`config.mk`:
```
export PLATFORM = sky130hd
export DESIGN_NAME = nibble_cpu_instruction_decoder
export DESIGN_NICKNAME = d
export VERILOG_FILES = /design/src/rtl/nibble_cpu_pkg.sv /design/src/rtl/nibble_cpu_instruction_decoder.sv
export VERILOG_INCLUDE_DIRS = /design/src /design/src/rtl
export SDC_FILE = /design/constraint.sdc
export NUM_CORES = 1
export LEC_CHECK = 0
export BUFFER_PORTS_ARGS = -buffer_cell sky130_fd_sc_hd__buf_2
export CAP_MARGIN = 30
export CELL_PAD_IN_SITES_DETAIL_PLACEMENT = 0
export CELL_PAD_IN_SITES_GLOBAL_PLACEMENT = 1
export CORE_MARGIN = 8
export CORE_UTILIZATION = 50
export DETAILED_ROUTE_END_ITERATION = 12
export PLACE_DENSITY = 0.86
export SYNTH_ARGS = -nofsm -noshare
export SYNTH_HDL_FRONTEND = slang
export SYNTH_SLANG_ARGS = --single-unit
```
`constraint.sdc`:
```
create_clock -name sys_clk_i -period 12.9 [get_ports sys_clk_i]
set_input_delay 1.29 -clock sys_clk_i [delete_from_list [all_inputs] [get_ports sys_clk_i]]
set_output_delay 1.29 -clock sys_clk_i [all_outputs]
set_load 0.01 [all_outputs]
```
`src/rtl/nibble_cpu_defines.svh`:
```
// constants for the nibble cpu instruction decoder: opcodes, modifiers,
// register offsets, reset values and cycle counts
// assumes inclusion by bare name from the package and the core module
`ifndef NIBBLE_CPU_DEFINES_SVH
`define NIBBLE_CPU_DEFINES_SVH

// slots per instruction cycle, one system clock each
`define SLOTS_PER_CYCLE   8
`define STACK_LEVELS      3

// opcode nibbles
`define OP_COND_JUMP      4'h1
`define OP_PAIR           4'h2
`define OP_FETCH          4'h3
`define OP_JUMP_LONG      4'h4
`define OP_CALL           4'h5
`define OP_INC            4'h6
`define OP_BUMP           4'h7
`define OP_ADD            4'h8
`define OP_SUB            4'h9
`define OP_LOAD           4'hA
`define OP_SWAP           4'hB
`define OP_RETURN         4'hC
`define OP_LOAD_IMM       4'hD
`define OP_IO             4'hE
`define OP_ACC            4'hF

// memory and i/o modifiers that touch the accumulator arithmetically
`define IO_MINUS_RAM      4'h8
`define IO_PLUS_RAM       4'hB

// accumulator group modifiers
`define ACC_CLEAR_BOTH    4'h0
`define ACC_CLEAR_CARRY   4'h1
`define ACC_INCREMENT     4'h2
`define ACC_INVERT_CARRY  4'h3
`define ACC_INVERT_ACC    4'h4
`define ACC_ROTATE_LEFT   4'h5
`define ACC_ROTATE_RIGHT  4'h6
`define ACC_CARRY_TO_ACC  4'h7
`define ACC_DECREMENT     4'h8
`define ACC_CARRY_SUB     4'h9
`define ACC_SET_CARRY     4'hA
`define ACC_DECIMAL       4'hB
`define ACC_KEYPAD        4'hC
`define ACC_BANK_LINE     4'hD

// arithmetic constants
`define DECIMAL_LIMIT     4'h9
`define DECIMAL_FIX       4'h6
`define TCS_NO_CARRY      4'h9
`define TCS_CARRY         4'hA
`define KEYPAD_ERROR      4'hF

// register bus byte offsets
`define REG_CTRL          4'h0
`define REG_STATUS        4'h4
`define REG_PC            4'h8
`define REG_SRC           4'hC
`define CTRL_RUN_BIT      0
`define CTRL_RESET        1'b1

`endif

```
`src/rtl/nibble_cpu_pkg.sv`:
```
// types for the nibble cpu instruction decoder
// assumes nibble_cpu_defines.svh is on the include path
package nibble_cpu_pkg;
  `include "nibble_cpu_defines.svh"

  typedef enum logic [2:0] {
    SLOT_A1, SLOT_A2, SLOT_A3, SLOT_M1, SLOT_M2, SLOT_X1, SLOT_X2, SLOT_X3
  } slot_type;

  typedef struct packed {
    logic [3:0] data;
    logic       data_oe;
    logic       sync;
    logic       prog_sel;
    logic [3:0] bank_sel;
  } nibble_out_type;

  typedef struct packed {
    slot_type                       slot;
    logic                           idle;
    logic                           second;
    logic [3:0]                     opc;
    logic [3:0]                     mod;
    logic [7:0]                     word2;
    logic [3:0]                     io_data;
    logic [11:0]                    pc;
    logic [`STACK_LEVELS-1:0][11:0] stk;
    logic [3:0]                     acc;
    logic                           carry;
    logic [15:0][3:0]               idx;
    logic [7:0]                     src;
    logic [1:0]                     bank;
    logic                           run;
    logic                           resp;
    logic [31:0]                    rdata;
    nibble_out_type                 bus;
  } state_type;
endpackage

```
`src/rtl/nibble_cpu_instruction_decoder.sv`:
```
// nibble cpu core: fetch, decode and execute over the multiplexed nibble bus
// assumes nibble bus inputs synchronous to sys_clk_i, one slot per clock,
// and an avalon-mm master on the register port
//
// Operation
// RULE_01: a one-word instruction completes in one eight-slot instruction cycle.
// RULE_02: two-word instructions take two cycles; second word is address or data.
// RULE_03: opcode nibble comes in the first fetch slot, modifier in the second.
// RULE_04: conditional jump tests four bits, jumps in page to second word or skips.
// RULE_05: bit one inverts; others test acc zero, carry set, test input low.
// RULE_06: pair opcode with even modifier loads second word into selected pair.
// RULE_07: pair opcode with odd modifier sends pair as address in X2 and X3.
// RULE_08: fetch opcode, even modifier: read program byte at pair zero into pair.
// RULE_09: fetch opcode, odd modifier: jump to pair contents as low address.
// RULE_10: long jump goes to modifier nibble plus second-word byte.
// RULE_11: subroutine call pushes return address one level, then jumps.
// RULE_12: increment register; bump variant jumps in page when result nonzero.
// RULE_13: add register with carry; subtract register with borrow, updating carry.
// RULE_14: copy register to acc; swap register with acc.
// RULE_15: return pops stack and loads modifier; immediate load sets acc.
// RULE_16: sixteen 4-bit index registers, also eight pairs.
// RULE_17: each data ram chip holds four registers of twenty characters.
// RULE_18: memory and i/o ops act on the last sent pair address.
// RULE_19: i/o modifiers 0 to 7 write acc to ram, ports, program half, status.
// RULE_20: i/o modifiers 8 to 15 subtract, read, read port, add, read status.
// RULE_21: acc group 0 to 7: clear, clear carry, inc, invert, rotates, carry out.
// RULE_22: acc group 8 to 13: dec, carry subtract, set carry, bcd, keypad, bank.
// RULE_23: reset clears flags, status, program counter and all index registers.
// RULE_24: sync output marks the first slot of every instruction cycle.
// RULE_25: program select drives when program data is needed; bank selects for ram.
// RULE_26: decimal adjust adds six and sets carry when acc over nine or carry.
// RULE_27: bank line op picks the bank select output from low acc bits.
`timescale 1ns/10ps

module nibble_cpu_instruction_decoder (
  input  wire logic                           sys_clk_i,
  input  wire logic                           rst_i,
  input  wire logic [3:0]                     data_i,
  input  wire logic                           test_i,
  output nibble_cpu_pkg::nibble_out_type      nib_o,
  input  wire logic [3:0]                     avs_address_i,
  input  wire logic                           avs_read_i,
  input  wire logic                           avs_write_i,
  input  wire logic [31:0]                    avs_writedata_i,
  input  wire logic [3:0]                     avs_byteenable_i,
  output logic      [31:0]                    avs_readdata_o,
  output logic                                avs_waitrequest_o
);
  `include "nibble_cpu_defines.svh"

  nibble_cpu_pkg::state_type st;
  nibble_cpu_pkg::state_type next_st;
  logic                      req;
  logic [3:0]                rv;
  logic [4:0]                sum;
  logic                      cond;
  logic [11:0]               pc1;
  logic [11:0]               page_target;
  logic [3:0]                pair_hi;
  logic [3:0]                pair_lo;

  // instructions that need a second cycle
  function automatic logic two_word(input logic [3:0] opc, input logic [3:0] mod);
    two_word = (opc == `OP_COND_JUMP) || (opc == `OP_JUMP_LONG) ||
               (opc == `OP_CALL) || (opc == `OP_BUMP) ||
               (opc == `OP_PAIR && !mod[0]) || (opc == `OP_FETCH && !mod[0]);
  endfunction

  // bus outputs seen during the slot that state s stands in
  function automatic nibble_cpu_pkg::nibble_out_type drive(input nibble_cpu_pkg::state_type s);
    nibble_cpu_pkg::nibble_out_type o;
    logic [11:0]                    addr;
    logic [3:0]                     bank_hot;
    o        = '0;
    bank_hot = 4'h1 << s.bank;
    // indirect fetch puts pair zero on the low address
    addr     = (s.second && s.opc == `OP_FETCH) ? {s.pc[11:8], s.idx[0], s.idx[1]} : s.pc; // RULE_08
    if (!s.idle)
    begin
      unique case (s.slot)
        nibble_cpu_pkg::SLOT_A1:
        begin
          o.sync    = 1'b1; // RULE_24
          o.data    = addr[3:0];
          o.data_oe = 1'b1;
        end
        nibble_cpu_pkg::SLOT_A2:
        begin
          o.data    = addr[7:4];
          o.data_oe = 1'b1;
        end
        nibble_cpu_pkg::SLOT_A3:
        begin
          o.data     = addr[11:8];
          o.data_oe  = 1'b1;
          o.prog_sel = 1'b1; // RULE_25
        end
        nibble_cpu_pkg::SLOT_M2:
        begin
          // i/o ops tell the selected chips to decode the modifier
          if (!s.second && s.opc == `OP_IO)
          begin
            o.prog_sel = 1'b1; // RULE_25
            o.bank_sel = bank_hot; // RULE_27
          end
        end
        nibble_cpu_pkg::SLOT_X2:
        begin
          if (!s.second && s.opc == `OP_PAIR && s.mod[0])
          begin
            o.data     = s.idx[{s.mod[3:1], 1'b0}]; // RULE_07
            o.data_oe  = 1'b1;
            o.prog_sel = 1'b1;
            o.bank_sel = bank_hot;
          end
          else if (!s.second && s.opc == `OP_IO && !s.mod[3])
          begin
            o.data    = s.acc; // RULE_19
            o.data_oe = 1'b1;
          end
        end
        nibble_cpu_pkg::SLOT_X3:
        begin
          if (!s.second && s.opc == `OP_PAIR && s.mod[0])
          begin
            o.data    = s.idx[{s.mod[3:1], 1'b1}]; // RULE_07
            o.data_oe = 1'b1;
          end
        end
        default: ;
      endcase
    end
    drive = o;
  endfunction

  assign req               = avs_read_i | avs_write_i;
  assign avs_waitrequest_o = req & ~st.resp;
  assign avs_readdata_o    = st.rdata;
  assign nib_o             = st.bus;

  always_comb
  begin
    next_st     = st;
    rv          = st.idx[st.mod];
    pc1         = st.pc + 12'h001;
    page_target = {pc1[11:8], st.word2};
    pair_hi     = st.idx[{st.mod[3:1], 1'b0}];
    pair_lo     = st.idx[{st.mod[3:1], 1'b1}];
    sum         = 5'h00;
    cond        = 1'b0;

    // register bus: answer one cycle after the request is seen
    next_st.resp = req & ~st.resp;
    if (avs_read_i && !st.resp)
    begin
      unique case (avs_address_i)
        `REG_CTRL:   next_st.rdata = {31'h0000_0000, st.run};
        `REG_STATUS: next_st.rdata = {24'h00_0000, st.bank, st.idle, st.carry, st.acc};
        `REG_PC:     next_st.rdata = {20'h0_0000, st.pc};
        `REG_SRC:    next_st.rdata = {24'h00_0000, st.src};
        default:     next_st.rdata = 32'h0000_0000;
      endcase
    end
    if (avs_write_i && st.resp && avs_address_i == `REG_CTRL && avs_byteenable_i[0])
      next_st.run = avs_writedata_i[`CTRL_RUN_BIT];

    if (st.idle)
      next_st.idle = ~st.run;
    else
    begin
      next_st.slot = nibble_cpu_pkg::slot_type'(st.slot + 3'h1); // RULE_01
      unique case (st.slot)
        nibble_cpu_pkg::SLOT_M1:
        begin
          if (st.second)
            next_st.word2[7:4] = data_i; // RULE_02
          else
            next_st.opc = data_i; // RULE_03
        end
        nibble_cpu_pkg::SLOT_M2:
        begin
          if (st.second)
            next_st.word2[3:0] = data_i;
          else
            next_st.mod = data_i; // RULE_03
        end
        nibble_cpu_pkg::SLOT_X2: next_st.io_data = data_i; // RULE_20
        nibble_cpu_pkg::SLOT_X3:
        begin
          next_st.idle = ~st.run;
          if (!st.second && two_word(st.opc, st.mod))
          begin
            next_st.second = 1'b1; // RULE_02
            next_st.pc     = pc1;
          end
          else
          begin
            next_st.second = 1'b0;
            next_st.pc     = pc1;
            unique case (st.opc)
              `OP_COND_JUMP:
              begin
                cond = (st.mod[2] && st.acc == 4'h0) || (st.mod[1] && st.carry) ||
                       (st.mod[0] && !test_i); // RULE_05
                if (cond ^ st.mod[3])
                  next_st.pc = page_target; // RULE_04
              end
              `OP_PAIR:
              begin
                if (st.mod[0])
                  next_st.src = {pair_hi, pair_lo}; // RULE_18
                else
                begin
                  next_st.idx[{st.mod[3:1], 1'b0}] = st.word2[7:4]; // RULE_06
                  next_st.idx[{st.mod[3:1], 1'b1}] = st.word2[3:0];
                end
              end
              `OP_FETCH:
              begin
                if (st.mod[0])
                  next_st.pc = {pc1[11:8], pair_hi, pair_lo}; // RULE_09
                else
                begin
                  next_st.idx[{st.mod[3:1], 1'b0}] = st.word2[7:4]; // RULE_08
                  next_st.idx[{st.mod[3:1], 1'b1}] = st.word2[3:0];
                  next_st.pc                      = st.pc;
                end
              end
              `OP_JUMP_LONG: next_st.pc = {st.mod, st.word2}; // RULE_10
              `OP_CALL:
              begin
                next_st.stk = {st.stk[`STACK_LEVELS-2:0], pc1}; // RULE_11
                next_st.pc  = {st.mod, st.word2};
              end
              `OP_INC: next_st.idx[st.mod] = rv + 4'h1; // RULE_12
              `OP_BUMP:
              begin
                next_st.idx[st.mod] = rv + 4'h1; // RULE_12
                if (rv != 4'hF)
                  next_st.pc = page_target;
              end
              `OP_ADD:
              begin
                sum = {1'b0, st.acc} + {1'b0, rv} + {4'h0, st.carry}; // RULE_13
                {next_st.carry, next_st.acc} = sum;
              end
              `OP_SUB:
              begin
                sum = {1'b0, st.acc} + {1'b0, ~rv} + {4'h0, ~st.carry}; // RULE_13
                {next_st.carry, next_st.acc} = sum;
              end
              `OP_LOAD: next_st.acc = rv; // RULE_14
              `OP_SWAP:
              begin
                next_st.acc         = rv; // RULE_14
                next_st.idx[st.mod] = st.acc;
              end
              `OP_RETURN:
              begin
                next_st.pc  = st.stk[0]; // RULE_15
                next_st.stk = {12'h000, st.stk[`STACK_LEVELS-1:1]};
                next_st.acc = st.mod;
              end
              `OP_LOAD_IMM: next_st.acc = st.mod; // RULE_15
              `OP_IO:
              begin
                // writes leave on the bus at X2; reads land here
                if (st.mod == `IO_MINUS_RAM)
                begin
                  sum = {1'b0, st.acc} + {1'b0, ~st.io_data} + {4'h0, ~st.carry}; // RULE_20
                  {next_st.carry, next_st.acc} = sum;
                end
                else if (st.mod == `IO_PLUS_RAM)
                begin
                  sum = {1'b0, st.acc} + {1'b0, st.io_data} + {4'h0, st.carry}; // RULE_20
                  {next_st.carry, next_st.acc} = sum;
                end
                else if (st.mod[3])
                  next_st.acc = st.io_data; // RULE_20
              end
              `OP_ACC:
              begin
                unique case (st.mod)
                  `ACC_CLEAR_BOTH:
                  begin
                    next_st.acc   = 4'h0; // RULE_21
                    next_st.carry = 1'b0;
                  end
                  `ACC_CLEAR_CARRY: next_st.carry = 1'b0; // RULE_21
                  `ACC_INCREMENT:
                  begin
                    sum = {1'b0, st.acc} + 5'h01; // RULE_21
                    {next_st.carry, next_st.acc} = sum;
                  end
                  `ACC_INVERT_CARRY: next_st.carry = ~st.carry; // RULE_21
                  `ACC_INVERT_ACC: next_st.acc = ~st.acc; // RULE_21
                  `ACC_ROTATE_LEFT: {next_st.carry, next_st.acc} = {st.acc, st.carry}; // RULE_21
                  `ACC_ROTATE_RIGHT: {next_st.acc, next_st.carry} = {st.carry, st.acc}; // RULE_21
                  `ACC_CARRY_TO_ACC:
                  begin
                    next_st.acc   = {3'h0, st.carry}; // RULE_21
                    next_st.carry = 1'b0;
                  end
                  `ACC_DECREMENT:
                  begin
                    next_st.acc   = st.acc - 4'h1; // RULE_22
                    next_st.carry = (st.acc != 4'h0);
                  end
                  `ACC_CARRY_SUB:
                  begin
                    next_st.acc   = st.carry ? `TCS_CARRY : `TCS_NO_CARRY; // RULE_22
                    next_st.carry = 1'b0;
                  end
                  `ACC_SET_CARRY: next_st.carry = 1'b1; // RULE_22
                  `ACC_DECIMAL:
                  begin
                    if (st.acc > `DECIMAL_LIMIT || st.carry)
                    begin
                      next_st.acc   = st.acc + `DECIMAL_FIX; // RULE_26
                      next_st.carry = 1'b1;
                    end
                  end
                  `ACC_KEYPAD:
                  begin
                    unique case (st.acc) // RULE_22
                      4'h0:    next_st.acc = 4'h0;
                      4'h1:    next_st.acc = 4'h1;
                      4'h2:    next_st.acc = 4'h2;
                      4'h4:    next_st.acc = 4'h3;
                      4'h8:    next_st.acc = 4'h4;
                      default: next_st.acc = `KEYPAD_ERROR;
                    endcase
                  end
                  `ACC_BANK_LINE: next_st.bank = st.acc[1:0]; // RULE_27
                  default: ;
                endcase
              end
              default: ;
            endcase
          end
        end
        default: ;
      endcase
    end

    next_st.bus = drive(next_st);

    if (rst_i)
    begin
      next_st      = '0; // RULE_23
      next_st.idle = 1'b1;
      next_st.run  = `CTRL_RESET;
    end
  end

  always_ff @(posedge sys_clk_i)
  begin
    st <= next_st;
  end
endmodule

```
==> metrics.txt, run 1 <==
Area Growth Syn to Fin 4.22%; Least-Margin Pin Slew 1.10 ns; Synth area leader dfxtp_1; slowest CP cell buf_4; Top Usage Layer GRT met2; drt initial violations 2209; CP arrival 6.12 ns; Worst Setup Start Kind flip-flop; P per Cell Area 77.6 mW/mm²; CTS root buf clkbuf_16; CTS Buf Count 17; Worst-Skew Late Latency 0.45 ns; critical path required time 13.20 ns; status finished clean; leakage power 4.92 nW; Remaining DRCs 0; r2r setup slk 7.08 ns; final setup fails 0; WS Path Type flip-flop to flip-flop; register area share after synthesis 0.259; hold_ws 0.453 ns; total number of vias 14379; die area 0.0329 mm²; worst-case reg-to-reg path depth 15; Max-Cap Viols 0; Die W 181 µm; fin util 0.530; CP top delay family multiplexers; FFs w/ async S/R, synth 0; Max Root-Sink Buffers 2; register clock-pin slew on the reported worst setup and hold paths 0.07 ns; number of hold buffers added after cts 0; Worst setup EP type flip-flop; IR drop worst, VDD 0.0862 mV; synth top area cells dfxtp_1 (26%), nor2_1 (6.6%), mux2i_1 (5.5%), a21oi_1 (4.6%), nand2_1 (3.7%); antenna fix cells 0; Netlist cell types 103; RD Place Congestion 1.04; flops & latches, synth 177; hold path startpoint avs_readdata_o[0]; I/O Buffers 38; layout cell share with drive strength beyond 1 0.115; hold crit path type flip-flop to flip-flop; Post-synth EDFFs 0; cell breakdown of the critical path buf_4 -> mux2_4 -> mux4_2 -> mux2i_4 -> inv_1 -> ha_1 -> and3b_1 -> o21ai_1 -> nand2_1 -> mux2_2 -> a211oi_1 -> a21oi_1 -> o21ai_1 -> a211oi_1 -> or4b_1; vias in the first global route 13275; FP Rows 60; Final WS setup 7.08 ns; Max H-tree Level 4; Crit Path Max Fanout 62; Post-DRT Antenna Nets 0; reg2reg start st[185]; wirelength, routed 53800 µm; IO Count 93; worst r2r dst nib_o[8]; met3 Track Usage GR 0.0824; gr usage total 0.317; RSZ-0062 raised after global routing false; post-CTS setup buffer count 0; TritonCTS clock tree yes; dpl hpwl 37700 µm; Initial Utilization 0.508; core area 0.0269 mm²; Cell Area, Synth 0.0137 mm²; crit share post-route 0.451; top-area cell type share of the netlist area 0.259; Final min period 5.82 ns; fin nets 1772; max_slew headroom 0.268; ys flop type dfxtp_1; hold endpoint avs_readdata_o[0]; post_cts resized 0; setup_tns 0 ns; worst slack, placed 7.27 ns; first-pass GRT wire length 81500 µm; Syn Area/Cell 7.77 µm²; f_max 0.172 GHz; clock skew 0.0106 ns; Global Route met2 Usage 0.483; Die Height 181 µm; DR vias/cell 7.05; antenna violations before repair 0; Max stage delay on crit path 0.75 ns; Hold Vio Cnt, Final 0; CP Buf/Inv Count 2; total iterations of the first detailed-routing run 6; Clock Sinks 177; Syn. warnings 0; Max Transition Viols Final 0; grt total ovfl 0; number of cells on the worst hold path 2; WL/cell 26.4 µm; post-synthesis instance total 1759; largest net degree at the start of global routing 88; met1 usage 0.405
metal layers:
layer / vias to the layer above / share of wire / wire length (µm)
met1: 6787 / 0.39 / 21100
met2: 1043 / 0.43 / 23100
met4: 0 / 0.059 / 3190
met3: 231 / 0.12 / 6490
met5: - / 0 / 0
li1: 6318 / - / -
sequential cells by signal (all words and copies together) (netlist names):
name,cells
nib_o,11
st,146
page_target,8
avs_readdata_o,12
layout make-up:
cell class | count | area, µm²
fill | 2679 | 12600
multi-input combinational | 1374 | 9090
sequential | 177 | 3550
timing repair buffer | 78 | 488
clock buffer | 19 | 453
tap | 341 | 427
inverter | 40 | 150
clock inverter | 12 | 83.8
cells in the mapped netlist, types with 6 or more instances:
cell / n
nor4_1: 7
a21oi_1: 125
buf_2: 30
xnor2_1: 9
or3_1: 14
clkbuf_1: 92
dfxtp_1: 177
fa_1: 8
buf_6: 9
mux4_2: 17
nand3b_1: 7
a22oi_1: 43
a2111oi_0: 7
nor3_2: 6
inv_1: 36
buf_1: 9
mux2_4: 8
mux2i_1: 75
nor2_1: 240
o22ai_1: 26
a211oi_1: 40
o221ai_1: 11
and3_1: 14
ha_1: 27
nor2b_1: 15
nand2_1: 136
o21ai_0: 87
a31oi_1: 23
a21boi_0: 6
nand4_1: 20
nor3_1: 49
and2_1: 21
nand2b_1: 15
nand3_1: 65
a211o_1: 6
o31ai_1: 6
xor2_1: 9
o211ai_1: 30
mux2_2: 21
a221oi_1: 14
o2111ai_1: 7
a311oi_1: 16
buf_4: 46
cell families (layout without fill, tap and decap cells):
family,after synthesis,after routing,synth area share
multiplexers,123,123,0.112
adder cells (fa/ha/maj),35,35,0.0364
buffers and inverters,227,149,0.0839
AO/OA/AOI/OAI,519,519,0.258
AND/OR/NAND/NOR,659,659,0.239
other,1,20,0.000274
flip-flops,177,177,0.259
XOR/XNOR,18,18,0.0115
stage by stage:
step | cell area, µm² | cells | total power [mW]
2_1_floorplan | 13700 | 1778 | 0.605
3_3_place_gp | 13700 | 2007 | 0.618
3_5_place_dp | 13700 | 2008 | 0.619
4_1_cts | 14200 | 2039 | 1.10
5_1_grt | 14200 | 2041 | 1.13
6_report | 14200 | 2041 | 1.10
power breakdown:
part	leakage [nW]	total, mW	internal [mW]	switching [mW]
Clock	0.266	0.496	0.256	0.240
Sequential	1.43	0.550	0.548	0.00180
Combinational	3.22	0.0579	0.0140	0.0439
tightest hold or removal path, delay by kind of cell, from the launching register on:
family / cells / cell delay, ns
AO/OA/AOI/OAI: 1 / 0.05
flip-flops: 1 / 0.31
AND/OR/NAND/NOR: 1 / 0.05
layout by cell type, fill, tap and decap left out, types with 7 or more instances in the layout:
master | netlist | final
xor2_1 | 9 | 9
nor4_1 | 7 | 7
and2_1 | 21 | 21
a2111oi_0 | 7 | 7
fa_1 | 8 | 8
nor3_1 | 49 | 48
mux2_2 | 21 | 21
a211oi_1 | 40 | 39
nor2_1 | 240 | 239
nand3_1 | 65 | 65
mux2_4 | 8 | 8
nor3_2 | 6 | 7
nand3b_1 | 7 | 7
o21ai_0 | 87 | 87
ha_1 | 27 | 27
o22ai_1 | 26 | 26
a221oi_1 | 14 | 14
a31oi_1 | 23 | 23
buf_4 | 46 | 38
nor2b_1 | 15 | 15
a21oi_1 | 125 | 125
clkbuf_16 | 0 | 17
nand4_1 | 20 | 20
or3_1 | 14 | 14
inv_1 | 36 | 36
and3_1 | 14 | 14
xnor2_1 | 9 | 9
conb_1 | 1 | 20
nand2_1 | 136 | 136
o221ai_1 | 11 | 11
dfxtp_1 | 177 | 173
o2111ai_1 | 7 | 7
mux4_2 | 17 | 17
buf_2 | 30 | 39
a311oi_1 | 16 | 16
nand2b_1 | 15 | 15
a22oi_1 | 43 | 43
o211ai_1 | 30 | 30
mux2i_1 | 75 | 73
worst max path at each step:
stage	cells past startpoint	slack, ns	to	from
floorplan	16	8.85	nib_o[8]	st[185]
global placement	14	7.33	nib_o[10]	st[185]
detailed placement	14	7.27	nib_o[10]	st[185]
CTS	14	7.25	nib_o[10]	st[185]
global route	15	6.99	nib_o[8]	st[185]
finish	15	7.08	nib_o[8]	st[185]
No activity file was read; power rests on OpenSTA's default activity.
==> run 2: changes to the inputs <==
- ABC_AREA: unset -> 1
- CORE_UTILIZATION: 50 -> 39
- PLACE_DENSITY: 0.86 -> 0.77
- clock period: 12.9 -> 4.85 ns (I/O delays scaled with it)
==> metrics.txt, run 2 <==
commonest cells after routing, fill and taps aside nand2_1 (645), nor2_1 (268), o21ai_0 (259), a21oi_1 (188), inv_1 (184); Worst setup EP type flip-flop; Post-synth EDFFs 0; Worst-Skew Late Latency 0.48 ns; Syn Area/Cell 5.94 µm²; most flop-heavy register st; worst r2r dst nib_o[8]; status finished clean; register area share after synthesis 0.250; Crit Path Max Fanout 11; RD Place Congestion 0.983; hold crit path type input port to flip-flop; hold_ws 0.263 ns; FP Rows 69; grt total ovfl 0; r2r setup slk 0.53 ns; Top Usage Layer GRT met2; Hold Vio Cnt, Final 0; Post-DRT Antenna Nets 0; largest net degree at the start of global routing 67; setup_tns 0 ns; Die Height 206 µm; hold path startpoint avs_writedata_i[0]; core area 0.0357 mm²; simple-gate portion of the synthesized area 0.350; first-pass GRT wire length 93800 µm; TritonCTS clock tree yes; hold endpoint st[44]; Least-Margin Pin Slew 1.02 ns; CTS root buf clkbuf_16; Remaining DRCs 0; CP arrival 4.69 ns; Max H-tree Level 4; ys flop type dfxtp_1; gr usage total 0.292; antenna fix cells 0; clock skew 0.0145 ns; xor and xnor area share after synthesis 0.00672; Cell Area, Synth 0.0141 mm²; met3 Track Usage GR 0.0654; RSZ-0062 raised after global routing false; Worst Setup Start Kind flip-flop; antenna violations before repair 1; Initial Utilization 0.397; layout cell share with drive strength beyond 1 0.0855; Area Growth Syn to Fin 6.08%; post-synthesis instance total 2383; met1 usage 0.391; max reg flops 146; flops & latches, synth 177; Max-Cap Viols 0; Clock Sinks 177; leakage power 6.22 nW; number of hold buffers added after cts 0; max_slew headroom 0.316; Max Transition Viols Final 0; Post-Synth Adder-Cell Area 0.0352; dpl hpwl 45000 µm; f_max 0.231 GHz; crit share post-route 0.892; Syn. warnings 0; Post-synth top cells nand2_1 (645), nor2_1 (270), o21ai_0 (260); mux contribution to synthesized area 0; placed cell area 0.0144 mm²; WL/cell 22.4 µm; reg2reg start st[186]; post_cts resized 0; WS Path Type flip-flop to flip-flop; CTS Buf Count 17; register clock-pin slew on the reported worst setup and hold paths 0.08 ns; Final min period 4.32 ns; total iterations of the first detailed-routing run 6; DR vias/cell 5.89; total number of vias 16552; synth top area cells dfxtp_1 (25%), nand2_1 (17%), o21ai_0 (9.2%), nor2_1 (7.2%), a21oi_1 (6.7%); critical path startpoint st[186]; critical path required time 5.22 ns; wirelength, routed 63100 µm; FFs w/ async S/R, synth 0; number of cells on the worst hold path 3; IO Count 93; final setup fails 0; Total Power 3.33 mW; Global Route met2 Usage 0.439; Filler cells 3971; I/O Buffers 38; worst-case reg-to-reg path depth 21; P per Cell Area 222 mW/mm²; Max Root-Sink Buffers 2; Die W 206 µm; Compound-Gate Fraction of Synth Area 0.233; Synth area leader dfxtp_1; top-area cell type share of the netlist area 0.250; most numerous cell in the Yosys netlist nand2_1; fin nets 2421; post-CTS setup buffer count 0; vias in the first global route 14775; IR drop worst, VDD 0.258 mV; die area 0.0426 mm²; Netlist cell types 61; most common cell after layout, fill and taps aside nand2_1; drt initial violations 2174; main combinational cell family by area after synthesis simple AND/OR/NAND/NOR gates; design area 0.0150 mm²
run 2: critical path, cell delays in order (launching register included):
cell and delay, ns:
dfxtp_1 0.68, inv_2 0.25, nor2_8 0.30, nand2_1 0.09, nand2_1 0.10, inv_1 0.05, nand2_1 0.33, ha_1 0.51
nand2_1 0.21, a21oi_1 0.12, nor4_1 0.26, nand2_1 0.11, nand3_1 0.11, nand3_1 0.15, nand3_1 0.16, nand3_1 0.15
nand2_1 0.10, nand2_1 0.05, nor2_1 0.10, nand3_1 0.18, nand2_1 0.13, inv_1 0.05
run 2: routing by layer:
| layer | vias up | part of all wire | wire length [µm] |
|---|---|---|---|
| li1 | 7725 | - | - |
| met1 | 7723 | 0.42 | 26700 |
| met2 | 916 | 0.43 | 26900 |
| met3 | 186 | 0.10 | 6370 |
| met4 | 2 | 0.049 | 3110 |
| met5 | - | 0.00014 | 9 |
run 2: cell families after synthesis:
kind of cell | count (synthesis)
adder cells (fa/ha/maj) | 35
XOR/XNOR | 10
other | 1
AO/OA/AOI/OAI | 596
buffers and inverters | 382
AND/OR/NAND/NOR | 1182
flip-flops | 177
run 2: worst max path at each step:
stage	end
after floorplan	nib_o[8]
after global placement	nib_o[8]
after detailed placement	nib_o[8]
after CTS	nib_o[8]
after global routing	nib_o[8]
final	nib_o[8]
run 2: through the flow:
stage | utilization | std cells | setup slack [ns]
after floorplan | - | 2402 | 1.72
after global placement | 0.404 | 2777 | 0.746
after detailed placement | 0.405 | 2779 | 0.728
after CTS | 0.421 | 2811 | 0.693
after global routing | 0.421 | 2811 | 0.326
final | 0.421 | 2811 | 0.525
run 2: layout make-up:
class / instances / area, µm² / area share
Multi-Input combinational cell: 1843 / 8940 / 0.596
Sequential cell: 177 / 3540 / 0.236
Inverter: 212 / 801 / 0.0534
Tap cell: 461 / 577 / 0.0384
Timing Repair Buffer: 86 / 571 / 0.0380
Clock buffer: 18 / 429 / 0.0286
Clock inverter: 14 / 146 / 0.00975
run 2: power breakdown:
group / leakage (nW) / internal [mW] / switching, mW
logic: 4.53 / 0.0965 / 0.336
registers: 1.43 / 1.46 / 0.0136
clock network: 0.269 / 0.684 / 0.737
